## src/hdl/tms_pkg.sv

```systemverilog
// constants and types shared by the interval measurement sequencer
package tms_pkg;
    // field widths
    localparam int RES_W = 20;
    localparam int FINE_W = 12;
    localparam int SUM_W = FINE_W + 1;
    localparam int COARSE_W = 12;
    localparam int CNT_W = 16;
    localparam int AV_W = 8;
    localparam int HB_W = 3;
    localparam int GC_W = 4;
    localparam int TR_W = 2;
    localparam int CAL_W = 4;
    localparam int WIDE_W = COARSE_W + SUM_W + 1;
    // cycle scheduling
    localparam logic [CNT_W-1:0] BRIDGE_CYC_MULT = 16'h0008;
    localparam logic [CNT_W-1:0] TEMP_CYC = 16'h0002;
    localparam logic [CNT_W-1:0] CNT_ONE = 16'h0001;
    localparam logic [TR_W-1:0] TEMP_OFF = 2'h0;
    // reference period in fine lsb for the uncalibrated range, plain defaults
    localparam logic [SUM_W-1:0] PER_LSB_SINGLE = 13'h06f9;
    localparam logic [SUM_W-1:0] PER_LSB_HIRES = 13'h0df2;
    localparam logic [COARSE_W-1:0] COARSE_ONE = 12'h001;
    localparam logic [CAL_W-1:0] CAL_ZERO = 4'h0;
    localparam logic [CAL_W-1:0] CAL_ONE = 4'h1;
    // converter states
    typedef enum logic [3:0] {
        ST_IDLE = 4'h1,
        ST_RUN = 4'h2,
        ST_CAL1 = 4'h4,
        ST_CAL2 = 4'h8
    } tms_state_t;
endpackage : tms_pkg

```

## src/hdl/tms_fine_combiner.sv

```systemverilog
// fine code from code_a alone, or the sum of both delay-line positions when high resolution is selected
`timescale 1ns/10ps
module tms_fine_combiner import tms_pkg::*; (
    // clock and reset, used by checks only
    input wire logic ref_clk,
    input wire logic reset,
    // delay-line positions
    input wire logic [FINE_W-1:0] code_a,
    input wire logic [FINE_W-1:0] code_b,
    input wire logic high_resolution_select,
    // combined fine code
    output logic [SUM_W-1:0] fine_sum
);
    always_comb begin
        if (high_resolution_select) begin
            fine_sum = SUM_W'(code_a) + SUM_W'(code_b);
        end else begin
            fine_sum = SUM_W'(code_a);
        end
    end
endmodule : tms_fine_combiner

```

## src/hdl/tms_cycle_timer.sv

```systemverilog
// measurement cycle timer, one tick per programmed period
`timescale 1ns/10ps
module tms_cycle_timer import tms_pkg::*; (
    // clock and reset
    input wire logic ref_clk,
    input wire logic reset,
    // control
    input wire logic enable,
    input wire logic [CNT_W-1:0] cycle_period_count,
    // cycle boundary pulse
    output logic tick
);
    typedef struct packed {
        logic [CNT_W-1:0] cnt;
        logic tick;
    } tms_timer_t;

    tms_timer_t s_reg;
    tms_timer_t s_next;
    logic [CNT_W-1:0] gap_reg;
    logic seen_reg;

    always_comb begin
        s_next = s_reg;
        s_next.tick = 1'b0;
        if (!enable) begin
            s_next.cnt = '0;
        end else if (CNT_W'(s_reg.cnt + CNT_ONE) >= cycle_period_count) begin
            s_next.cnt = '0;
            s_next.tick = 1'b1;
        end else begin
            s_next.cnt = CNT_W'(s_reg.cnt + CNT_ONE);
        end
    end

    // state register
    always_ff @(posedge ref_clk) begin
        if (reset) begin
            s_reg <= '0;
        end else begin
            s_reg <= s_next;
        end
    end

    assign tick = s_reg.tick;

    // spacing between ticks, for checking
    always_ff @(posedge ref_clk) begin
        if (reset || !enable) begin
            gap_reg <= '0;
            seen_reg <= 1'b0;
        end else if (s_reg.tick) begin
            gap_reg <= CNT_ONE;
            seen_reg <= 1'b1;
        end else begin
            gap_reg <= CNT_W'(gap_reg + CNT_ONE);
        end
    end
endmodule : tms_cycle_timer

```

## src/hdl/tms_top.sv

```systemverilog
// interval converter core with measurement cycle scheduling
`timescale 1ns/10ps
module tms_top import tms_pkg::*; (
    // clock and reset
    input wire logic ref_clk,
    input wire logic reset,
    // interval events
    input wire logic start_evt,
    input wire logic stop_evt,
    // delay-line positions
    input wire logic [FINE_W-1:0] fine_code_a,
    input wire logic [FINE_W-1:0] fine_code_b,
    // mode selection
    input wire logic second_range_select,
    input wire logic high_resolution_select,
    input wire logic [CAL_W-1:0] calibration_cycle_setting,
    // cycle scheduling
    input wire logic meas_enable,
    input wire logic [HB_W-1:0] half_bridges,
    input wire logic [AV_W-1:0] averaging_rate,
    input wire logic [GC_W-1:0] gain_correction_rate,
    input wire logic [TR_W-1:0] temperature_rate,
    input wire logic [CNT_W-1:0] cycle_period_count,
    // interval result
    output logic [RES_W-1:0] result,
    output logic result_valid,
    output logic busy,
    // calibration
    output logic cal_launch,
    output logic cal_active,
    output logic [SUM_W-1:0] period_lsb,
    // schedule status
    output logic cycle_tick,
    output logic meas_done,
    output logic temp_cycle,
    output logic [CNT_W-1:0] cycles_per_meas
);
    typedef struct packed {
        tms_state_t st;
        logic [COARSE_W-1:0] coarse;
        logic [SUM_W-1:0] fine_start;
        logic [SUM_W-1:0] cal_t1;
        logic [SUM_W-1:0] period;
        logic [CAL_W-1:0] cal_cnt;
        logic [RES_W-1:0] result;
        logic valid;
        logic busy;
        logic cal_launch;
        logic [CNT_W-1:0] cyc_cnt;
        logic [CNT_W-1:0] cyc_total;
        logic [TR_W-1:0] temp_cnt;
        logic temp_now;
        logic meas_done;
        logic cal_act;
    } tms_core_t;

    tms_core_t s_reg;
    tms_core_t s_next;
    logic [SUM_W-1:0] fine_sum;
    logic tick;
    logic temp_due;
    logic cal_due;
    logic last_cycle;
    logic [SUM_W-1:0] per_use;
    logic [CNT_W-1:0] total_calc;
    logic [CNT_W-1:0] base_calc;
    logic [CNT_W-1:0] total_nx;
    logic [TR_W-1:0] temp_cnt_nx;
    logic temp_due_nx;
    logic [WIDE_W-1:0] wide_res;

    // fine code from one or two delay circuits
    tms_fine_combiner u_fine (
        .ref_clk(ref_clk),
        .reset(reset),
        .code_a(fine_code_a),
        .code_b(fine_code_b),
        .high_resolution_select(high_resolution_select),
        .fine_sum(fine_sum)
    );

    // measurement cycle boundaries
    tms_cycle_timer u_timer (
        .ref_clk(ref_clk),
        .reset(reset),
        .enable(meas_enable),
        .cycle_period_count(cycle_period_count),
        .tick(tick)
    );

    // temperature due when its divider is at zero; a disabled scheduler restarts the divider
    assign temp_due = (temperature_rate != TEMP_OFF) && ((s_reg.temp_cnt == '0) || !meas_enable);

    // divider value and slot for the measurement after this one
    assign temp_cnt_nx = (s_reg.temp_cnt == '0) ? TR_W'(temperature_rate - 2'h1)
        : TR_W'(s_reg.temp_cnt - 2'h1);
    assign temp_due_nx = (temperature_rate != TEMP_OFF) && (temp_cnt_nx == '0);

    assign base_calc = CNT_W'(CNT_W'(half_bridges) * CNT_W'(averaging_rate) * BRIDGE_CYC_MULT)
        + CNT_W'(gain_correction_rate);
    assign total_calc = base_calc + (temp_due ? TEMP_CYC : '0);
    assign total_nx = base_calc + (temp_due_nx ? TEMP_CYC : '0);

    assign last_cycle = (CNT_W'(s_reg.cyc_cnt + CNT_ONE) >= s_reg.cyc_total);

    assign per_use = second_range_select ? s_reg.period
        : (high_resolution_select ? PER_LSB_HIRES : PER_LSB_SINGLE);

    // start and stop spans to next edge
    // coarse count times the period, plus start fine code, minus stop fine code
    assign wide_res = WIDE_W'(s_reg.coarse) * WIDE_W'(per_use) + WIDE_W'(s_reg.fine_start) - WIDE_W'(fine_sum);

    assign cal_due = second_range_select && (s_reg.cal_cnt == CAL_ZERO) && !start_evt;

    // next-state logic for converter and scheduler
    always_comb begin
        s_next = s_reg;
        s_next.valid = 1'b0;
        s_next.cal_launch = 1'b0;
        s_next.meas_done = 1'b0;
        case (s_reg.st)
            ST_IDLE: begin
                if (start_evt) begin
                    s_next.st = ST_RUN;
                    s_next.coarse = '0;
                    s_next.fine_start = fine_sum;
                    s_next.busy = 1'b1;
                end else if (cal_due) begin
                    s_next.st = ST_CAL1;
                    s_next.cal_launch = 1'b1;
                    s_next.busy = 1'b1;
                end
            end
            ST_RUN: begin
                if (start_evt) begin
                    s_next.coarse = '0;
                    s_next.fine_start = fine_sum;
                end else if (stop_evt) begin
                    s_next.result = wide_res[RES_W-1:0];
                    s_next.valid = 1'b1;
                    s_next.st = ST_IDLE;
                    s_next.busy = 1'b0;
                    if (s_reg.cal_cnt != CAL_ZERO) begin
                        s_next.cal_cnt = CAL_W'(s_reg.cal_cnt - CAL_ONE);
                    end
                end else begin
                    s_next.coarse = COARSE_W'(s_reg.coarse + COARSE_ONE);
                end
            end
            ST_CAL1: begin
                s_next.cal_t1 = fine_sum;
                s_next.st = ST_CAL2;
            end
            ST_CAL2: begin
                s_next.period = SUM_W'(fine_sum - s_reg.cal_t1);
                s_next.cal_cnt = calibration_cycle_setting;
                s_next.st = ST_IDLE;
                s_next.busy = 1'b0;
            end
            default: begin
                s_next.st = ST_IDLE;
                s_next.busy = 1'b0;
            end
        endcase
        // calibration status kept in a flop of its own
        s_next.cal_act = (s_next.st == ST_CAL1) || (s_next.st == ST_CAL2);
        if (!meas_enable) begin
            s_next.cyc_cnt = '0;
            s_next.cyc_total = total_calc;
            s_next.temp_now = temp_due;
            s_next.temp_cnt = '0;
        end else if (tick) begin
            if (last_cycle) begin
                s_next.cyc_cnt = '0;
                s_next.meas_done = 1'b1;
                s_next.temp_cnt = temp_cnt_nx;
                s_next.cyc_total = total_nx;
                s_next.temp_now = temp_due_nx;
            end else begin
                s_next.cyc_cnt = CNT_W'(s_reg.cyc_cnt + CNT_ONE);
            end
        end
    end

    // state register
    always_ff @(posedge ref_clk) begin
        if (reset) begin
            s_reg <= '0;
            s_reg.st <= ST_IDLE;
            s_reg.period <= PER_LSB_SINGLE;
        end else begin
            s_reg <= s_next;
        end
    end

    // outputs straight from the state register, cycle_tick from the timer's register
    assign result = s_reg.result;
    assign result_valid = s_reg.valid;
    assign busy = s_reg.busy;
    assign cal_launch = s_reg.cal_launch;
    assign cal_active = s_reg.cal_act;
    assign period_lsb = s_reg.period;
    assign cycle_tick = tick;
    assign meas_done = s_reg.meas_done;
    assign temp_cycle = s_reg.temp_now;
    assign cycles_per_meas = s_reg.cyc_total;
endmodule : tms_top

```

## config.mk

```make
export PLATFORM = sky130hd
export DESIGN_NAME = tms_top
export DESIGN_NICKNAME = d
export VERILOG_FILES = /design/src/hdl/tms_pkg.sv /design/src/hdl/tms_fine_combiner.sv /design/src/hdl/tms_cycle_timer.sv /design/src/hdl/tms_top.sv
export SDC_FILE = /design/constraint.sdc
export NUM_CORES = 1
export LEC_CHECK = 0
export ABC_AREA = 1
export BUFFER_PORTS_ARGS = -buffer_cell sky130_fd_sc_hd__buf_2
export CORE_UTILIZATION = 50
export CTS_CLUSTER_SIZE = 40
export DETAILED_ROUTE_END_ITERATION = 10
export PLACE_DENSITY = 0.7
export SETUP_SLACK_MARGIN = 0.02
export SLEW_MARGIN = 10
export SYNTH_ARGS = -nofsm -noshare
export SYNTH_HDL_FRONTEND = slang
export SYNTH_SLANG_ARGS = --single-unit
```

## constraint.sdc

```tcl
create_clock -name ref_clk -period 19.4 [get_ports ref_clk]
set_clock_uncertainty 0.1 [all_clocks]
set_input_delay 0.97 -clock ref_clk [delete_from_list [all_inputs] [get_ports ref_clk]]
set_output_delay 0.97 -clock ref_clk [all_outputs]
set_load 0.005 [all_outputs]
```

==> qor.txt <==
OUTCOME
----------------------------------------------------------------------------------------
Status .................................................................... finished, final reports clean

POWER AND IR DROP
----------------------------------------------------------------------------------------
Cell leakage power ........................................................     8.137 nW
Sum of internal, switching and leakage power ..............................     987.3 uW
Maximum resistive drop on vdd .............................................     53.22 uV
Power density over cell area .............................................. 61.91 mW/mm^2

GLOBAL ROUTING
----------------------------------------------------------------------------------------
Vias in the first global route ............................................       12,596
First-pass GRT wire length ................................................    60,510 um
Overall routing resource usage ............................................       24.79%
Total congestion overflow after global routing ............................            0
Initial antenna violation count ...........................................            0
Maximum number of pins on one net before global-route repair ..............           40

RUN
----------------------------------------------------------------------------------------
Max-capacitance violation count ...........................................            0

SETUP PATH
----------------------------------------------------------------------------------------
Count of cells along the worst register-to-register path ..................           22
Type of the worst setup path ..............................................    in -> reg
Cell with the largest stage delay on the worst path ....................... sky130_fd_sc_hd__fa_1
CP Capture Point ..........................................................   result[18]
End of the worst register-to-register path ................................   result[18]
Worst reg2reg path startpoint ............................................. period_lsb[0]
R2R Setup Slk .............................................................     12.94 ns
Biggest cell delay along the critical path ................................      0.60 ns
CP Data Arrival Time ......................................................      7.40 ns
Launch point of the critical path ......................................... fine_code_a[0]
WP data required ..........................................................     19.62 ns
CP most frequent cell ..................................................... sky130_fd_sc_hd__inv_1
Maximum fanout along the worst path .......................................            4
Kind of start point of the critical path .................................. primary input
Critical path endpoint category ...........................................    flip-flop

FLOORPLANNING
----------------------------------------------------------------------------------------
Die X-Extent ..............................................................     173.9 um
Initial cell density of the core ..........................................       51.21%
Standard cell core area ................................................... 0.02886 mm^2
Std cell rows .............................................................           62
Num ports .................................................................          124
Die height ................................................................     173.9 um
Die ar. ................................................................... 0.03025 mm^2

SYNTH
----------------------------------------------------------------------------------------
Leading cell types by total area after synthesis .......................... sky130_fd_sc_hd__dfxtp_1 (18%), sky130_fd_sc_hd__fa_1 (18%), sky130_fd_sc_hd__ha_1 (12%)
Share of the synthesized area in compound gates (AO/OA/AOI/OAI) ...........       11.44%
Top-count cell post-synth ................................................. sky130_fd_sc_hd__inv_1
Syn Nets ..................................................................        2,416
Count of state elements after synthesis ...................................          136
Main combinational cell family by area after synthesis ....................  adder cells
Syn. warnings .............................................................            0
Area share of the largest cell type after synthesis .......................       18.42%
Most common flop cell mapped by yosys ..................................... sky130_fd_sc_hd__dfxtp_1
Mux share of post-synthesis cell area .....................................           0%
Synth Area in Simple Gates ................................................       20.89%
Mean instance size in the synthesized netlist .............................   7.143 um^2
Post-synth EDFFs ..........................................................            0
Sequential area share after synthesis .....................................       18.42%
Gate count of the mapped netlist ..........................................        2,069
Parity-gate share of the synthesized area counting xor and xnor cells .....       3.615%
Proportion of synthesized flip-flops having asynchronous set or reset .....           0%
Post-synth top area cell .................................................. sky130_fd_sc_hd__dfxtp_1
Fraction of the mapped netlist area in adder cells ........................       30.38%
Leading cell types by count after synthesis ............................... sky130_fd_sc_hd__inv_1 (447), sky130_fd_sc_hd__nand2_1 (399), sky130_fd_sc_hd__nor2_1 (205), sky130_fd_sc_hd__ha_1 (146), sky130_fd_sc_hd__dfxtp_1 (136)
Number of different library cells in the post-synthesis netlist ...........           53
Post-Synthesis Cell Area .................................................. 0.01478 mm^2

DETAILED ROUTING
----------------------------------------------------------------------------------------
Number of search-and-repair iterations in the first detailed-routing pass .            5
Iter 0 DRT Violations .....................................................          822
Average wire length per cell after detail routing .........................     14.68 um
Aggregate routed wire length ..............................................    37,020 um
Remaining design rule violation count .....................................            0
Average via count per standard cell .......................................        5.193
Remaining antenna violation count after routing ...........................            0
Vias after detailed routing ...............................................       13,092

CTS
----------------------------------------------------------------------------------------
Hold buffer count at CTS ..................................................            0
Clock tree root driver cell ............................................... sky130_fd_sc_hd__clkbuf_16
CTS tree ..................................................................          yes
Number of buffers created by CTS ..........................................           17
CTS clk-pin slew, worst paths .............................................      0.06 ns
Buffer count from post-CTS setup fixing ...................................            0
Clock latency of the later-clocked register in the worst-skew pair ........      0.44 ns
Clock Path Buffers ........................................................            2
H-tree depth ..............................................................            4
CTS sink cnt ..............................................................          136
Number of gates given a new drive strength after cts ......................            0

PLACE
----------------------------------------------------------------------------------------
Post-Place Worst Slack ....................................................     11.77 ns
Number of placed cells counting well taps .................................        2,490
PortBufs ..................................................................          123
GPL Wtd Cong ..............................................................       0.9379
Placed Area ............................................................... 0.01538 mm^2
Detailed placer's ending HPWL .............................................    30,170 um

STA
----------------------------------------------------------------------------------------
Final clock period utilization by the worst path ..........................       37.03%
Setup Viol. Count Final ...................................................            0
Post-layout min period ....................................................     7.183 ns
Number of slew-limit violations in the final report .......................            0
Actual slew at the worst max-slew pin .....................................     1.109 ns
Worst rel slew slack ......................................................       25.81%
Peak Freq .................................................................    139.2 MHz
Final setup margin ........................................................     12.22 ns
Aggregate negative setup slack ............................................         0 ns
Setup repair after global routing missed its margin .......................           no
Final hold violation count ................................................            0
Worst hold margin .........................................................    0.3703 ns

LAYOUT
----------------------------------------------------------------------------------------
Fillcell total ............................................................        2,855
Area growth, synth to finish ..............................................       7.915%
Multi-input gate area ..................................................... 0.009801 mm^2
Summed area of non-filler cells in the final layout ....................... 0.01595 mm^2
Final design utilization ..................................................       55.27%
Flip-flop count of the largest register, all copies and words added .......           64
Sequential cell area ...................................................... 0.002723 mm^2
Final cell count without fillers ..........................................        2,521
Nets ......................................................................        2,472
Share of cells above drive strength 1 .....................................       8.751%
Antenna fix cells .........................................................            0

WORST HOLD PATH
----------------------------------------------------------------------------------------
Path class of the lowest-slack min-delay path .............................   reg -> reg

==> worst min path at each step <==
| stage | startpoint | end | slack [ns] | cells past startpoint |
|---|---|---|---|---|
| final | s_reg[90] | s_reg[90] | 0.37 | 2 |
| after global routing | u_timer.s_reg[1] | u_timer.s_reg[1] | 0.39 | 1 |
| after CTS | u_timer.s_reg[1] | u_timer.s_reg[1] | 0.37 | 1 |
| after detailed placement | u_timer.s_reg[1] | u_timer.s_reg[1] | 0.35 | 1 |
| after global placement | s_reg[90] | s_reg[90] | 0.35 | 2 |
| after floorplan | u_timer.s_reg[1] | u_timer.s_reg[1] | 0.33 | 1 |
==> final cells by class <==
type | instances | area share (%)
inverter | 454 | 10.73
tap | 384 | 3.012
multi-input combinational | 1386 | 61.45
timing repair buffer | 130 | 4.189
sequential | 136 | 17.07
clock inverter | 14 | 0.8786
clock buffer | 17 | 2.667
==> layout by cell type (no fill, tap or decap), types with 3 or more instances in the layout <==
cell / count
sky130_fd_sc_hd__o221ai_1: 7
sky130_fd_sc_hd__xor2_1: 43
sky130_fd_sc_hd__or2_2: 6
sky130_fd_sc_hd__nand2_1: 399
sky130_fd_sc_hd__a22oi_1: 3
sky130_fd_sc_hd__o21a_1: 5
sky130_fd_sc_hd__nor2_1: 205
sky130_fd_sc_hd__inv_1: 447
sky130_fd_sc_hd__nand3_1: 69
sky130_fd_sc_hd__nand4_1: 18
sky130_fd_sc_hd__o2111ai_1: 4
sky130_fd_sc_hd__clkinv_1: 3
sky130_fd_sc_hd__o211ai_1: 12
sky130_fd_sc_hd__xnor2_1: 18
sky130_fd_sc_hd__a21oi_2: 3
sky130_fd_sc_hd__fa_1: 133
sky130_fd_sc_hd__dfxtp_1: 136
sky130_fd_sc_hd__nor3_1: 26
sky130_fd_sc_hd__ha_1: 146
sky130_fd_sc_hd__buf_2: 123
sky130_fd_sc_hd__a31oi_1: 8
sky130_fd_sc_hd__o22ai_1: 7
sky130_fd_sc_hd__a211oi_1: 9
sky130_fd_sc_hd__clkinvlp_4: 5
sky130_fd_sc_hd__nor2_2: 4
sky130_fd_sc_hd__inv_6: 6
sky130_fd_sc_hd__a21o_1: 3
sky130_fd_sc_hd__a21oi_1: 123
sky130_fd_sc_hd__clkbuf_16: 17
sky130_fd_sc_hd__o31ai_1: 3
sky130_fd_sc_hd__buf_4: 7
sky130_fd_sc_hd__nor4_1: 5
sky130_fd_sc_hd__o21ai_0: 99
sky130_fd_sc_hd__o21bai_1: 7
==> cells by family (layout without fill, tap and decap cells) <==
kind of cell | Yosys count | after routing
buffers and inverters | 547 | 615
and+or+nand+nor | 748 | 748
adders and majority gates | 279 | 279
xor gates and xnor gates | 61 | 61
DFF | 136 | 136
AOI/OAI and AO/OA | 298 | 298
==> layer usage <==
layer,track usage [%],up-vias,wire (um)
met2,42.55,385,17450
met3,2.843,65,1855
met4,8.626,0,973
met5,0,-,0
li1,-,6483,-
met1,32.23,6159,16740
==> report_power, final <==
part           switching (mW)  internal [mW]  leakage [nW]
clock network           0.143          0.179         0.262
logic                   0.236          0.133          6.77
registers             0.00731          0.289          1.10
==> critical path: cells and delay by family <==
| family | cells | cell delay, ns |
|---|---|---|
| adders and majority gates | 9 | 4.10 |
| and+or+nand+nor | 7 | 0.77 |
| buffers and inverters | 10 | 0.67 |
| AOI/OAI and AO/OA | 5 | 0.91 |
Note: power is estimated with default switching activity, not from simulation.
